`src/logic/touch_key_pkg.sv`:
```
package touch_key_pkg;
    localparam logic [7:0] ADDR_KEY_LOW = 8'h03;
    localparam logic [7:0] ADDR_KEY_HIGH = 8'h04;
    localparam logic [7:0] ADDR_SLIDER = 8'h05;
    localparam logic [7:0] ADDR_PINS = 8'h06;
    localparam logic [7:0] ADDR_SUBREV = 8'h07;
    localparam logic [7:0] ADDR_CALIBRATE = 8'h0A;
    localparam logic [7:0] ADDR_RESET = 8'h0B;
    localparam logic [7:0] ADDR_SLEEP = 8'h0C;
    localparam logic [7:0] ADDR_BURST = 8'h0D;
    localparam logic [7:0] ADDR_FALL_DRIFT = 8'h0F;
    localparam logic [7:0] ADDR_RISE_DRIFT = 8'h10;
    localparam logic [7:0] ADDR_FILTER = 8'h11;
    localparam logic [7:0] ADDR_RECAL = 8'h12;
    localparam logic [7:0] ADDR_LAST = 8'hFF;
    localparam logic [7:0] RST_SLEEP = 8'h01;
    localparam logic [5:0] RST_BURST = 6'h01;
    localparam logic [6:0] RST_FALL_DRIFT = 7'h14;
    localparam logic [6:0] RST_RISE_DRIFT = 7'h05;
    localparam logic [4:0] RST_FILTER = 5'h03;
    localparam logic [7:0] RST_RECAL = 8'hFF;
    localparam int PIN_LSB = 2;
    localparam int CYCLE_TIME_US = 16000;
    localparam int CLK_MHZ = 50;
    localparam int CYCLE_CLOCKS = CYCLE_TIME_US * CLK_MHZ;
    localparam int UNIT_TIME_MS = 160;
    localparam int CYCLE_TIME_MS = 16;
    localparam logic [3:0] CYCLES_PER_UNIT = 4'(UNIT_TIME_MS / CYCLE_TIME_MS);
    localparam logic [6:0] I2C_ADDR_RST = 7'h0D;
    localparam logic [3:0] BITS_PER_BYTE = 4'h8;
    typedef enum logic [2:0] {
        BUS_IDLE = 3'b000,
        BUS_ADDR = 3'b001,
        BUS_ADDR_ACK = 3'b010,
        BUS_WRITE = 3'b011,
        BUS_WRITE_ACK = 3'b100,
        BUS_READ = 3'b101,
        BUS_READ_ACK = 3'b110
    } bus_state_t;
    typedef enum logic [1:0] {
        RST_NONE = 2'b00,
        RST_WAIT = 2'b01,
        RST_QUIET = 2'b10
    } reset_stage_t;
endpackage

```
`src/logic/touch_key_status.sv`:
```
// Function
// RQ1 - Key detect bits 0-7 at low byte, 8-15 at high byte, 1 means touched.
// RQ2 - Alert goes low when any status byte changes.
// RQ3 - Slider byte holds the latest full 8-bit slider position.
// RQ4 - Pin byte: input pins 3..1 in bits 4..2, all else 0.
// RQ5 - Input pins sampled once per acquisition cycle, nominally every 16 ms.
// RQ6 - Non-zero write to calibrate register recalibrates every enabled key.
// RQ7 - Non-zero write to reset register resets all settings to defaults.
// RQ8 - After reset command: stop acking, release alert, reset ~16 ms later.
// RQ9 - Sleep values 1-255 idle value times 16 ms between acquisitions.
// RQ10 - Sleep value zero stops all measurements.
// RQ11 - Sleep interval register holds 1 after reset.
// RQ12 - Bursts repeat the configured 1-63 times and average; top bits zero.
// RQ13 - References drift only when undetected and not past threshold.
// RQ14 - Separate 7-bit falling and rising drift rates in 0.16 s units.
// RQ15 - Drift rate zero disables tracking in that direction only.
// RQ16 - Falling drift resets to 20, rising drift resets to 5.
// RQ17 - Threshold and hysteresis levels follow the current reference.
// RQ18 - Per-key counter counts successive hits, clears on miss, touch at limit.
// RQ19 - Needed hits are 5-bit filter setting plus one; reset value 3.
// RQ20 - Detection outlasting recal delay recalibrates the key; 0 disables. Code never recalibrates at 255, as age stops at 255.
// RQ21 - Recalibration delay in 0.16 s units, reset value 255.
// RQ22 - Host should keep drift periods above four sleep intervals.
// RQ23 - Alert stays until every changed status byte has been read.
// RQ24 - Register pointer advances by one after each data byte.
// RQ25 - Recalibration loads reference from signal, clears counter and detect.
`timescale 1ns/1ps
`default_nettype none
module touch_key_status
    import touch_key_pkg::*;
#(
    parameter int NUM_KEYS = 16,
    parameter int SIGNAL_WIDTH = 16,
    parameter int CYCLE_TICKS = CYCLE_CLOCKS,
    parameter logic [6:0] BUS_ADDRESS = I2C_ADDR_RST,
    parameter logic [SIGNAL_WIDTH-1:0] NEG_THRESHOLD = 16'h000A,
    parameter logic [SIGNAL_WIDTH-1:0] NEG_HYSTERESIS = 16'h0008,
    parameter logic [7:0] SUB_REVISION = 8'h5A // Arbitrary value
) (
    input wire logic clk, // 50 MHz clock
    input wire logic reset, // Synchronous, active high
    input wire logic scl, // Bus clock level
    input wire logic sdaIn, // Bus data level seen on the wire
    output logic sdaOut, // Bus data drive value, always low
    output logic sdaOe_n, // Low while pulling bus data low
    output logic changeOut, // Alert drive value, always low
    output logic changeOe_n, // Low while alert is asserted
    output logic acquireStart, // Pulse: start one acquisition
    output logic [5:0] burstRepeat, // Bursts to average per acquisition
    input wire logic acquireDone, // Pulse: keySignals valid
    input wire logic [NUM_KEYS*SIGNAL_WIDTH-1:0] keySignals, // Averaged signals
    input wire logic [NUM_KEYS-1:0] keyEnabled, // Enabled keys
    input wire logic sliderValid, // Pulse: new slider position
    input wire logic [7:0] sliderPosIn, // Computed slider position
    input wire logic [2:0] pinLevels, // Levels of general pins 3..1
    input wire logic [2:0] pinIsOutput // Pin 3..1 configured as output
);
    logic softReset;
    reset_stage_t resetStage;
    logic [31:0] tickCnt;
    logic cycleTick;
    logic [3:0] unitCnt;
    logic unitTick;
    logic [7:0] sleepCnt;
    logic [7:0] calibrate, resetReg, sleepInterval, autoRecalDelay;
    logic [5:0] burstRepeatSetting;
    logic [6:0] fallingDrift, risingDrift;
    logic [4:0] filterLimit;
    logic wrStrobe, rdStrobe;
    logic [7:0] wrAddr, wrData, rdAddr;
    logic [NUM_KEYS-1:0] keyDetect;
    logic [7:0] sliderPosition, pinStatus;
    logic [6:0] fallCnt, riseCnt;
    logic fallStep, riseStep;
    logic calPending;
    logic [31:0] readSnap;
    logic [3:0] changed;
    logic alert;

    // Reset command quiets the bus, then resets everything one tick later
    assign softReset = reset || (resetStage == RST_QUIET && cycleTick); // [RQ7]

    always_ff @(posedge clk) begin
        if (softReset) begin
            resetStage <= RST_NONE;
        end else if (wrStrobe && wrAddr == ADDR_RESET && wrData != 8'h00) begin
            resetStage <= RST_WAIT; // [RQ8]
        end else if (resetStage == RST_WAIT && cycleTick) begin
            resetStage <= RST_QUIET; // [RQ8]
        end
    end

    always_ff @(posedge clk) begin
        if (softReset || cycleTick) begin
            tickCnt <= 32'h0;
        end else begin
            tickCnt <= tickCnt + 32'h1;
        end
    end
    assign cycleTick = (tickCnt == 32'(CYCLE_TICKS - 1));

    always_ff @(posedge clk) begin
        if (softReset || unitTick) begin
            unitCnt <= 4'h0;
        end else if (cycleTick) begin
            unitCnt <= unitCnt + 4'h1;
        end
    end
    assign unitTick = cycleTick && (unitCnt == CYCLES_PER_UNIT - 4'h1);

    // Acquisition scheduling
    always_ff @(posedge clk) begin
        if (softReset) begin
            sleepCnt <= 8'h0;
            acquireStart <= 1'b0;
        end else begin
            acquireStart <= 1'b0;
            if (cycleTick && sleepInterval != 8'h00) begin // [RQ10]
                if (sleepCnt + 8'h1 >= sleepInterval) begin // [RQ9]
                    sleepCnt <= 8'h0;
                    acquireStart <= 1'b1;
                end else begin
                    sleepCnt <= sleepCnt + 8'h1;
                end
            end
        end
    end
    assign burstRepeat = burstRepeatSetting; // [RQ12]

    // Software registers
    always_ff @(posedge clk) begin
        if (softReset) begin
            calibrate <= 8'h00;
            resetReg <= 8'h00;
            sleepInterval <= RST_SLEEP; // [RQ11]
            burstRepeatSetting <= RST_BURST;
            fallingDrift <= RST_FALL_DRIFT; // [RQ16]
            risingDrift <= RST_RISE_DRIFT; // [RQ16]
            filterLimit <= RST_FILTER; // [RQ19]
            autoRecalDelay <= RST_RECAL; // [RQ21]
        end else if (wrStrobe) begin
            unique case (wrAddr)
                ADDR_CALIBRATE: calibrate <= wrData;
                ADDR_RESET: resetReg <= wrData;
                ADDR_SLEEP: sleepInterval <= wrData;
                ADDR_BURST: burstRepeatSetting <= wrData[5:0]; // [RQ12]
                ADDR_FALL_DRIFT: fallingDrift <= wrData[6:0]; // [RQ14]
                ADDR_RISE_DRIFT: risingDrift <= wrData[6:0]; // [RQ14]
                ADDR_FILTER: filterLimit <= wrData[4:0]; // [RQ19]
                ADDR_RECAL: autoRecalDelay <= wrData;
                default: ;
            endcase
        end
    end

    always_ff @(posedge clk) begin
        if (softReset) begin
            calPending <= 1'b0;
        end else if (wrStrobe && wrAddr == ADDR_CALIBRATE && wrData != 8'h00) begin
            calPending <= 1'b1; // [RQ6]
        end else if (acquireDone) begin
            calPending <= 1'b0;
        end
    end

    // Drift step timers, one per direction
    always_ff @(posedge clk) begin
        if (softReset || fallStep) begin
            fallCnt <= 7'h0;
        end else if (unitTick) begin
            fallCnt <= fallCnt + 7'h1;
        end
    end
    assign fallStep = unitTick && fallingDrift != 7'h0 && // [RQ15]
        fallCnt + 7'h1 >= fallingDrift; // [RQ14]

    always_ff @(posedge clk) begin
        if (softReset || riseStep) begin
            riseCnt <= 7'h0;
        end else if (unitTick) begin
            riseCnt <= riseCnt + 7'h1;
        end
    end
    assign riseStep = unitTick && risingDrift != 7'h0 && // [RQ15]
        riseCnt + 7'h1 >= risingDrift; // [RQ14]

    // Per-key detection, drift and recalibration
    for (genvar k = 0; k < NUM_KEYS; k++) begin : g_key
        logic [SIGNAL_WIDTH-1:0] sig, lastSig, reference;
        logic [SIGNAL_WIDTH:0] thrLevel, hystLevel;
        logic [5:0] filterCnt;
        logic [7:0] age;
        logic hit, hold, recal;
        assign sig = keySignals[k*SIGNAL_WIDTH +: SIGNAL_WIDTH];
        // Levels sit below the reference and move with it
        assign thrLevel = {1'b0, sig} + {1'b0, NEG_THRESHOLD}; // [RQ17]
        assign hystLevel = {1'b0, sig} + {1'b0, NEG_HYSTERESIS}; // [RQ17]
        assign hit = thrLevel <= {1'b0, reference};
        assign hold = hystLevel <= {1'b0, reference};
        assign recal = (acquireDone && calPending && keyEnabled[k]) || // [RQ6]
            (autoRecalDelay != 8'h00 && keyDetect[k] && // [RQ20]
             age > autoRecalDelay); // [RQ21]

        always_ff @(posedge clk) begin
            if (softReset) begin
                reference <= '0;
                lastSig <= '0;
                filterCnt <= 6'h0;
                keyDetect[k] <= 1'b0;
            end else if (recal) begin
                reference <= acquireDone ? sig : lastSig; // [RQ25]
                filterCnt <= 6'h0; // [RQ25]
                keyDetect[k] <= 1'b0; // [RQ25]
            end else if (acquireDone) begin
                lastSig <= sig;
                if (!keyEnabled[k]) begin
                    filterCnt <= 6'h0;
                    keyDetect[k] <= 1'b0; // [RQ1]
                end else if (keyDetect[k]) begin
                    keyDetect[k] <= hold;
                    filterCnt <= 6'h0;
                end else if (hit) begin
                    if (filterCnt + 6'h1 >= {1'b0, filterLimit} + 6'h1) begin
                        keyDetect[k] <= 1'b1; // [RQ18] [RQ19]
                        filterCnt <= 6'h0;
                    end else begin
                        filterCnt <= filterCnt + 6'h1; // [RQ18]
                    end
                end else begin
                    filterCnt <= 6'h0; // [RQ18]
                end
            end else if (!keyDetect[k] && filterCnt == 6'h0) begin
                // Tracking frozen while detected or past threshold
                if (fallStep && lastSig < reference) begin // [RQ13]
                    reference <= reference - 1'b1;
                end else if (riseStep && lastSig > reference) begin // [RQ13]
                    reference <= reference + 1'b1;
                end
            end
        end

        always_ff @(posedge clk) begin
            if (softReset || !keyDetect[k] || recal) begin
                age <= 8'h0;
            end else if (unitTick && age != 8'hFF) begin
                age <= age + 8'h1; // [RQ20]
            end
        end
    end

    // Slider and pin status
    always_ff @(posedge clk) begin
        if (softReset) begin
            sliderPosition <= 8'h00;
        end else if (sliderValid) begin
            sliderPosition <= sliderPosIn; // [RQ3]
        end
    end

    always_ff @(posedge clk) begin
        if (softReset) begin
            pinStatus <= 8'h00;
        end else if (acquireStart) begin
            pinStatus <= 8'({pinLevels & ~pinIsOutput} << PIN_LSB); // [RQ4] [RQ5]
        end
    end

    function automatic logic [7:0] readByte(input logic [7:0] a);
        unique case (a)
            ADDR_KEY_LOW: readByte = keyDetect[7:0]; // [RQ1]
            ADDR_KEY_HIGH: readByte = keyDetect[15:8]; // [RQ1]
            ADDR_SLIDER: readByte = sliderPosition;
            ADDR_PINS: readByte = pinStatus;
            ADDR_SUBREV: readByte = SUB_REVISION;
            ADDR_CALIBRATE: readByte = calibrate;
            ADDR_RESET: readByte = resetReg;
            ADDR_SLEEP: readByte = sleepInterval;
            ADDR_BURST: readByte = {2'b00, burstRepeatSetting}; // [RQ12]
            ADDR_FALL_DRIFT: readByte = {1'b0, fallingDrift}; // [RQ14]
            ADDR_RISE_DRIFT: readByte = {1'b0, risingDrift}; // [RQ14]
            ADDR_FILTER: readByte = {3'b000, filterLimit}; // [RQ19]
            ADDR_RECAL: readByte = autoRecalDelay;
            default: readByte = 8'h00;
        endcase
    endfunction

    // Alert tracking: each status byte compared with its last read value
    always_ff @(posedge clk) begin
        if (softReset) begin
            readSnap <= 32'h0;
        end else if (rdStrobe && rdAddr >= ADDR_KEY_LOW && rdAddr <= ADDR_PINS) begin
            readSnap[(rdAddr - ADDR_KEY_LOW)*8 +: 8] <= readByte(rdAddr); // [RQ23]
        end
    end
    for (genvar b = 0; b < 4; b++) begin : g_change
        assign changed[b] = readByte(ADDR_KEY_LOW + 8'(b)) != readSnap[b*8 +: 8]; // [RQ2]
    end

    always_ff @(posedge clk) begin
        if (softReset || resetStage == RST_QUIET) begin
            alert <= 1'b0; // [RQ8]
        end else begin
            alert <= |changed; // [RQ2] [RQ23]
        end
    end
    assign changeOut = 1'b0;
    assign changeOe_n = ~alert;

    // Bus slave
    bus_state_t busState;
    logic sclPrev, sdaPrev, sdaLow, isRead, ptrLoaded;
    logic [3:0] bitCnt;
    logic [7:0] shiftIn, shiftOut, ptr;
    wire logic sclRise = scl && !sclPrev;
    wire logic sclFall = !scl && sclPrev;
    wire logic busStart = scl && sclPrev && sdaPrev && !sdaIn;
    wire logic busStop = scl && sclPrev && !sdaPrev && sdaIn;

    always_ff @(posedge clk) begin
        if (softReset) begin
            sclPrev <= 1'b1;
            sdaPrev <= 1'b1;
        end else begin
            sclPrev <= scl;
            sdaPrev <= sdaIn;
        end
    end

    always_ff @(posedge clk) begin
        if (softReset) begin
            busState <= BUS_IDLE;
            sdaLow <= 1'b0;
            isRead <= 1'b0;
            ptrLoaded <= 1'b0;
            bitCnt <= 4'h0;
            shiftIn <= 8'h00;
            shiftOut <= 8'h00;
            ptr <= 8'h00;
            wrStrobe <= 1'b0;
            wrAddr <= 8'h00;
            wrData <= 8'h00;
            rdStrobe <= 1'b0;
            rdAddr <= 8'h00;
        end else begin
            wrStrobe <= 1'b0;
            rdStrobe <= 1'b0;
            if (busStart) begin
                busState <= BUS_ADDR;
                bitCnt <= 4'h0;
                sdaLow <= 1'b0;
            end else if (busStop) begin
                busState <= BUS_IDLE;
                sdaLow <= 1'b0;
            end else begin
                unique case (busState)
                    BUS_IDLE: ;
                    BUS_ADDR, BUS_WRITE: begin
                        if (sclRise) begin
                            shiftIn <= {shiftIn[6:0], sdaIn};
                            bitCnt <= bitCnt + 4'h1;
                        end else if (sclFall && bitCnt == BITS_PER_BYTE) begin
                            bitCnt <= 4'h0;
                            if (busState == BUS_ADDR) begin
                                if (shiftIn[7:1] == BUS_ADDRESS &&
                                    resetStage != RST_QUIET) begin // [RQ8]
                                    busState <= BUS_ADDR_ACK;
                                    sdaLow <= 1'b1;
                                    isRead <= shiftIn[0];
                                    ptrLoaded <= 1'b0;
                                end else begin
                                    busState <= BUS_IDLE;
                                end
                            end else begin
                                busState <= BUS_WRITE_ACK;
                                sdaLow <= 1'b1;
                                ptrLoaded <= 1'b1;
                                if (!ptrLoaded) begin
                                    ptr <= shiftIn;
                                end else begin
                                    wrStrobe <= 1'b1;
                                    wrAddr <= ptr;
                                    wrData <= shiftIn;
                                    if (ptr != ADDR_LAST) begin
                                        ptr <= ptr + 8'h1; // [RQ24]
                                    end
                                end
                            end
                        end
                    end
                    BUS_ADDR_ACK, BUS_WRITE_ACK, BUS_READ_ACK: begin
                        if (busState == BUS_READ_ACK && sclRise && sdaIn) begin
                            busState <= BUS_IDLE;
                        end else if (sclFall) begin
                            bitCnt <= 4'h0;
                            if (isRead) begin
                                busState <= BUS_READ;
                                shiftOut <= readByte(ptr);
                                sdaLow <= ~|(readByte(ptr) & 8'h80);
                            end else begin
                                busState <= BUS_WRITE;
                                sdaLow <= 1'b0;
                            end
                        end
                    end
                    BUS_READ: begin
                        if (sclFall) begin
                            bitCnt <= bitCnt + 4'h1;
                            shiftOut <= {shiftOut[6:0], 1'b0};
                            if (bitCnt == BITS_PER_BYTE - 4'h1) begin
                                busState <= BUS_READ_ACK;
                                sdaLow <= 1'b0;
                                rdStrobe <= 1'b1;
                                rdAddr <= ptr;
                                if (ptr != ADDR_LAST) begin
                                    ptr <= ptr + 8'h1; // [RQ24]
                                end
                            end else begin
                                sdaLow <= ~shiftOut[6];
                            end
                        end
                    end
                    default: busState <= BUS_IDLE;
                endcase
            end
        end
    end
    assign sdaOut = 1'b0;
    assign sdaOe_n = ~sdaLow;
endmodule
`default_nettype wire

```
`config.mk`:
```
export PLATFORM = sky130hd
export DESIGN_NAME = touch_key_status
export DESIGN_NICKNAME = d
export VERILOG_FILES = /design/src/logic/touch_key_pkg.sv /design/src/logic/touch_key_status.sv
export SDC_FILE = /design/constraint.sdc
export NUM_CORES = 2
export LEC_CHECK = 0
export ABC_AREA = 1
export CAP_MARGIN = 10
export CORE_ASPECT_RATIO = 0.75
export CORE_MARGIN = 8
export CORE_UTILIZATION = 25
export DETAILED_ROUTE_END_ITERATION = 7
export DONT_BUFFER_PORTS = 1
export SLEW_MARGIN = 20
export SYNTH_ARGS = -nofsm -noshare
export SYNTH_HDL_FRONTEND = slang
export SYNTH_SLANG_ARGS = --single-unit
```
`constraint.sdc`:
```
create_clock -name clk -period 5.3 [get_ports clk]
set_input_delay 1.06 -clock clk [delete_from_list [all_inputs] [get_ports clk]]
set_output_delay 1.06 -clock clk [all_outputs]
set_load 0.05 [all_outputs]
```
==> metrics.log <==
INFO  metric power.share.clock = 46.2%
INFO  metric cts.sink_count = 976
INFO  metric cp_data_required_time = 5.92 ns
INFO  metric fin_tns_setup = 0 ns
INFO  metric die-width = 714 um
INFO  metric number_of_buffers_on_the_longest_clock_path = 3
INFO  metric antenna_found_initial = 33
INFO  metric cts_tree = built
INFO  metric cap_violations = 0
INFO  metric syn_avg_cell_area = 6.66 um^2
INFO  metric dp_hpwl = 246000 um
INFO  metric timing.max_slew.rel_slack = -32.1%
INFO  metric ant_nets = 0
INFO  metric layout_common_cells = nand2_1, inv_1, ha_1, a21oi_1, nor2_1
INFO  metric clk_transition_reported_paths = 0.06 ns
INFO  metric timing.final.setup_violations = 0
INFO  metric cts_hold_repair.buffers = 0
INFO  metric first_element_of_the_critical_path = fallCnt[0]
INFO  metric first_global_vias = 80700
INFO  metric rows = 192
INFO  metric drt-wirelength-per-cell = 16.9 um
INFO  metric cellInternalPower = 13.3 mW
INFO  metric finalPower = 18.5 mW
INFO  metric initial_utilization = 25.1%
INFO  metric ir_worst_vdd = 0.000271 V
INFO  metric wl_met2 = 119000 um
INFO  metric hold_viol_final = 0
INFO  metric multi_input_gate_area = 63300 um^2
INFO  metric instances_no_fill = 18600
INFO  metric clock-root-buffer = clkbuf_16
INFO  metric power_frac_seq = 40.8%
INFO  metric regToRegSetupSlack = 0.41 ns
INFO  metric grt_usage = 15.5%
INFO  metric total_leakage_power = 46.2 nW
INFO  metric critical_path_arrival = 5.52 ns
INFO  metric grt_start_max_net_pins = 541
INFO  metric placedCellCount = 18300
INFO  metric maxSlewViolCount = 215
INFO  metric clock_tree.htree_level_count = 3
INFO  metric yosys_warnings = 0
INFO  metric met3_wirelength = 28000 um
INFO  metric timing.final.crit_share = 92.4%
INFO  metric top_layer_used = met5
INFO  metric filler_cell_count = 40300
INFO  metric totalWireLength = 314000 um
INFO  metric power.share.combinational = 13.0%
INFO  metric grt_first_pass_wirelength = 480000 um
INFO  metric critPathLaunchType = flip-flop
INFO  metric synth-seq-cells = 976
INFO  metric clkLatencyLatePin = 0.77 ns
INFO  metric grt.overflow.total = 0
INFO  metric chipHeight = 540 um
INFO  metric synth_largest_type_area_fraction = 21.4%
INFO  metric power_density = 183 nW/um^2
INFO  metric synth_edf_count = 0
INFO  metric detail_route.vias_per_cell = 4.85
INFO  metric async_set_reset_flop_share_out_of_synthesis = 0%
INFO  metric timing.final.crit_period = 4.89 ns
INFO  metric final.setup.worst_slack = 0.405 ns
INFO  metric storage_cell_area = 19500 um^2
INFO  metric design.core.area = 364000 um^2
INFO  metric synthesis_to_layout_area_growth = 10.5%
INFO  metric postSynthCellCount = 13700
INFO  metric p_sw_share = 28.5%
INFO  metric die_area = 385000 um^2
INFO  metric rr_worst_depth = 24
INFO  metric wirelength_met1 = 160000 um
INFO  metric worst_r2r_endpoint = g_key[13].reference[15]
INFO  metric run_status = finished, violations left
INFO  metric finalNetCount = 15200
INFO  metric synth-seq-area-share = 21.4%
INFO  metric violations_in_the_final_reports = slew limit
INFO  metric syn_area = 91400 um^2
INFO  metric detail_route.iter0.violations = 8782
INFO  metric crit_fanout = 10
INFO  metric crit_path_capture = g_key[13].reference[15]
INFO  metric synth_cell_type_count = 70
INFO  metric first_pass_iteration_count_of_the_detailed_router = 6
INFO  metric yosys_most_used_dff = dfxtp_1
INFO  metric layout-drive-gt1-share = 3.28%
INFO  metric worst_slew_pin_slew = 1.98 ns
INFO  metric detail_route.drc_violations = 0
INFO  metric min_path_type = input port to flip-flop
INFO  metric synth_top_area_cell = dfxtp_1
INFO  metric reg2reg_from = fallCnt[0]
INFO  metric detailroute.via_count = 90000
INFO  metric switchingPower = 5.27 mW
INFO  metric tritoncts.num_buffers = 116
INFO  metric final_worst_clock_skew = 0.0527 ns
INFO  metric max_freq = 204 MHz
INFO  metric pin_count = 303
INFO  metric worst_setup_path_end_kind = flip-flop
INFO  metric rsz0062_at_grt = no
INFO  metric placement.io_buffers = 0
INFO  metric final_common_cell = nand2_1
INFO  metric post_synth_main_area_contributors = dfxtp_1, ha_1, nand2_1, inv_1, a21oi_1
INFO  metric pre_cts_ws = 0.313 ns
INFO  metric place.gp.congestion = 0.919
INFO  metric crit_type = flip-flop to flip-flop
-- final cells by class --
cell class              count  share of cell area, %
well taps                4850                   6.01
inverters                1907                   7.12
diodes                     21                 0.0520
repair buffers            106                  0.899
multi-input cells       10500                   62.7
clock buffers             169                   3.33
clock inverters            43                  0.565
flip-flops and latches    976                   19.3
-- cells by family (layout without fill, tap and decap cells) --
| group | after synthesis | in the layout | share of synthesized area, % |
|---|---|---|---|
| and+or+nand+nor | 5584 | 5584 | 26.3 |
| AOI/OAI and AO/OA | 2811 | 2811 | 17.1 |
| buffers and inverters | 2260 | 2225 | 9.52 |
| adders and majority gates | 1359 | 1359 | 18.7 |
| DFF | 976 | 976 | 21.4 |
| xor gates and xnor gates | 719 | 719 | 6.89 |
| muxes | 13 | 13 | 0.142 |
| other | 1 | 23 | 0.00410 |
-- per-layer routing --
layer,GRT usage (%),up-vias
li1,-,45900
met1,23.9,41000
met2,21.3,2883
met3,3.44,302
met4,3.34,2
met5,0,-
-- power groups by stage --
stage | sequential [mW] | combinational, mW | clock (mW)
2_1_floorplan | 7.69 | 1.85 | 0
3_3_place_gp | 7.71 | 2.32 | 0
3_5_place_dp | 7.71 | 2.36 | 0
4_1_cts | 7.55 | 2.38 | 8.80
5_1_grt | 7.57 | 2.75 | 9.07
6_report | 7.55 | 2.41 | 8.56
-- critical path, cell delays in order, from the launching register on --
cell and delay (ns):
dfxtp_1 0.41, ha_1 0.21, nand3_1 0.12, nand3b_1 0.20, xnor2_1 0.22, ha_1 0.29
a21oi_1 0.15, o21a_1 0.18, nand3_4 0.28, clkinvlp_4 0.19, nor3_2 0.04, buf_4 0.22
nand2_1 0.16, clkinvlp_4 0.24, buf_4 0.21, ha_1 0.32, a21o_1 0.23, a21boi_0 0.26
o21bai_1 0.12, a31oi_1 0.29, nand3_1 0.12, nand2_1 0.09, nor2_1 0.04, nor2_1 0.09
nor2_1 0.05
-- stage by stage --
| step | instance area [um^2] | utilization, % | hold slack, ns |
|---|---|---|---|
| 2_1_floorplan | 91400 | - | 0.418 |
| 3_3_place_gp | 96900 | 26.6 | 0.431 |
| 5_1_grt | 101000 | 27.7 | 0.396 |
| 3_5_place_dp | 96900 | 26.6 | 0.437 |
| 4_1_cts | 101000 | 27.7 | 0.347 |
| 6_report | 101000 | 27.7 | 0.437 |
-- synth_stat cells (all sizes together), types with 3 or more instances --
master / instances
fa: 16
nor3b: 26
nor3: 212
o211ai: 75
a211oi: 116
nand2: 2749
a21boi: 47
a21o: 39
ha: 1343
o21a: 53
a31oi: 125
a221oi: 17
xnor2: 135
xor2: 584
o22ai: 50
o21ai: 834
and2: 6
nand4: 287
o221ai: 8
a31o: 3
a311oi: 5
o31ai: 25
o21bai: 14
and3: 9
o2111ai: 35
a21oi: 1345
clkbuf: 230
o211a: 3
or2: 33
buf: 123
nor4: 70
a22oi: 9
clkinv: 8
inv: 1899
nor2: 1221
nand3: 919
dfxtp: 976
nand3b: 49
mux2i: 13
-- state kept, by name (all words and copies together), names as in the netlist, 16 cells and up --
| signal | cells |
|---|---|
| readSnap | 32 |
| g_key.reference | 256 |
| g_key.filterCnt | 96 |
| keyDetect | 16 |
| g_key.age | 128 |
| g_key.lastSig | 256 |
| tickCnt | 32 |
-- worst min path at each step --
stage	slack, ns	from	depth (start not counted)	to
after CTS	0.35	scl	2	sclPrev
after floorplan	0.42	tickCnt[0]	1	tickCnt[0]
after global routing	0.40	sdaIn	2	sdaPrev
final	0.44	scl	2	sclPrev
after global placement	0.43	readSnap[29]	2	readSnap[29]
after detailed placement	0.44	readSnap[29]	2	readSnap[29]
-- timing repair --
action                     CTS  global route
resized for setup            0            14
setup endpoints to repair    0            26
setup buffers                0            13
Power figures use the tool's default switching activity.
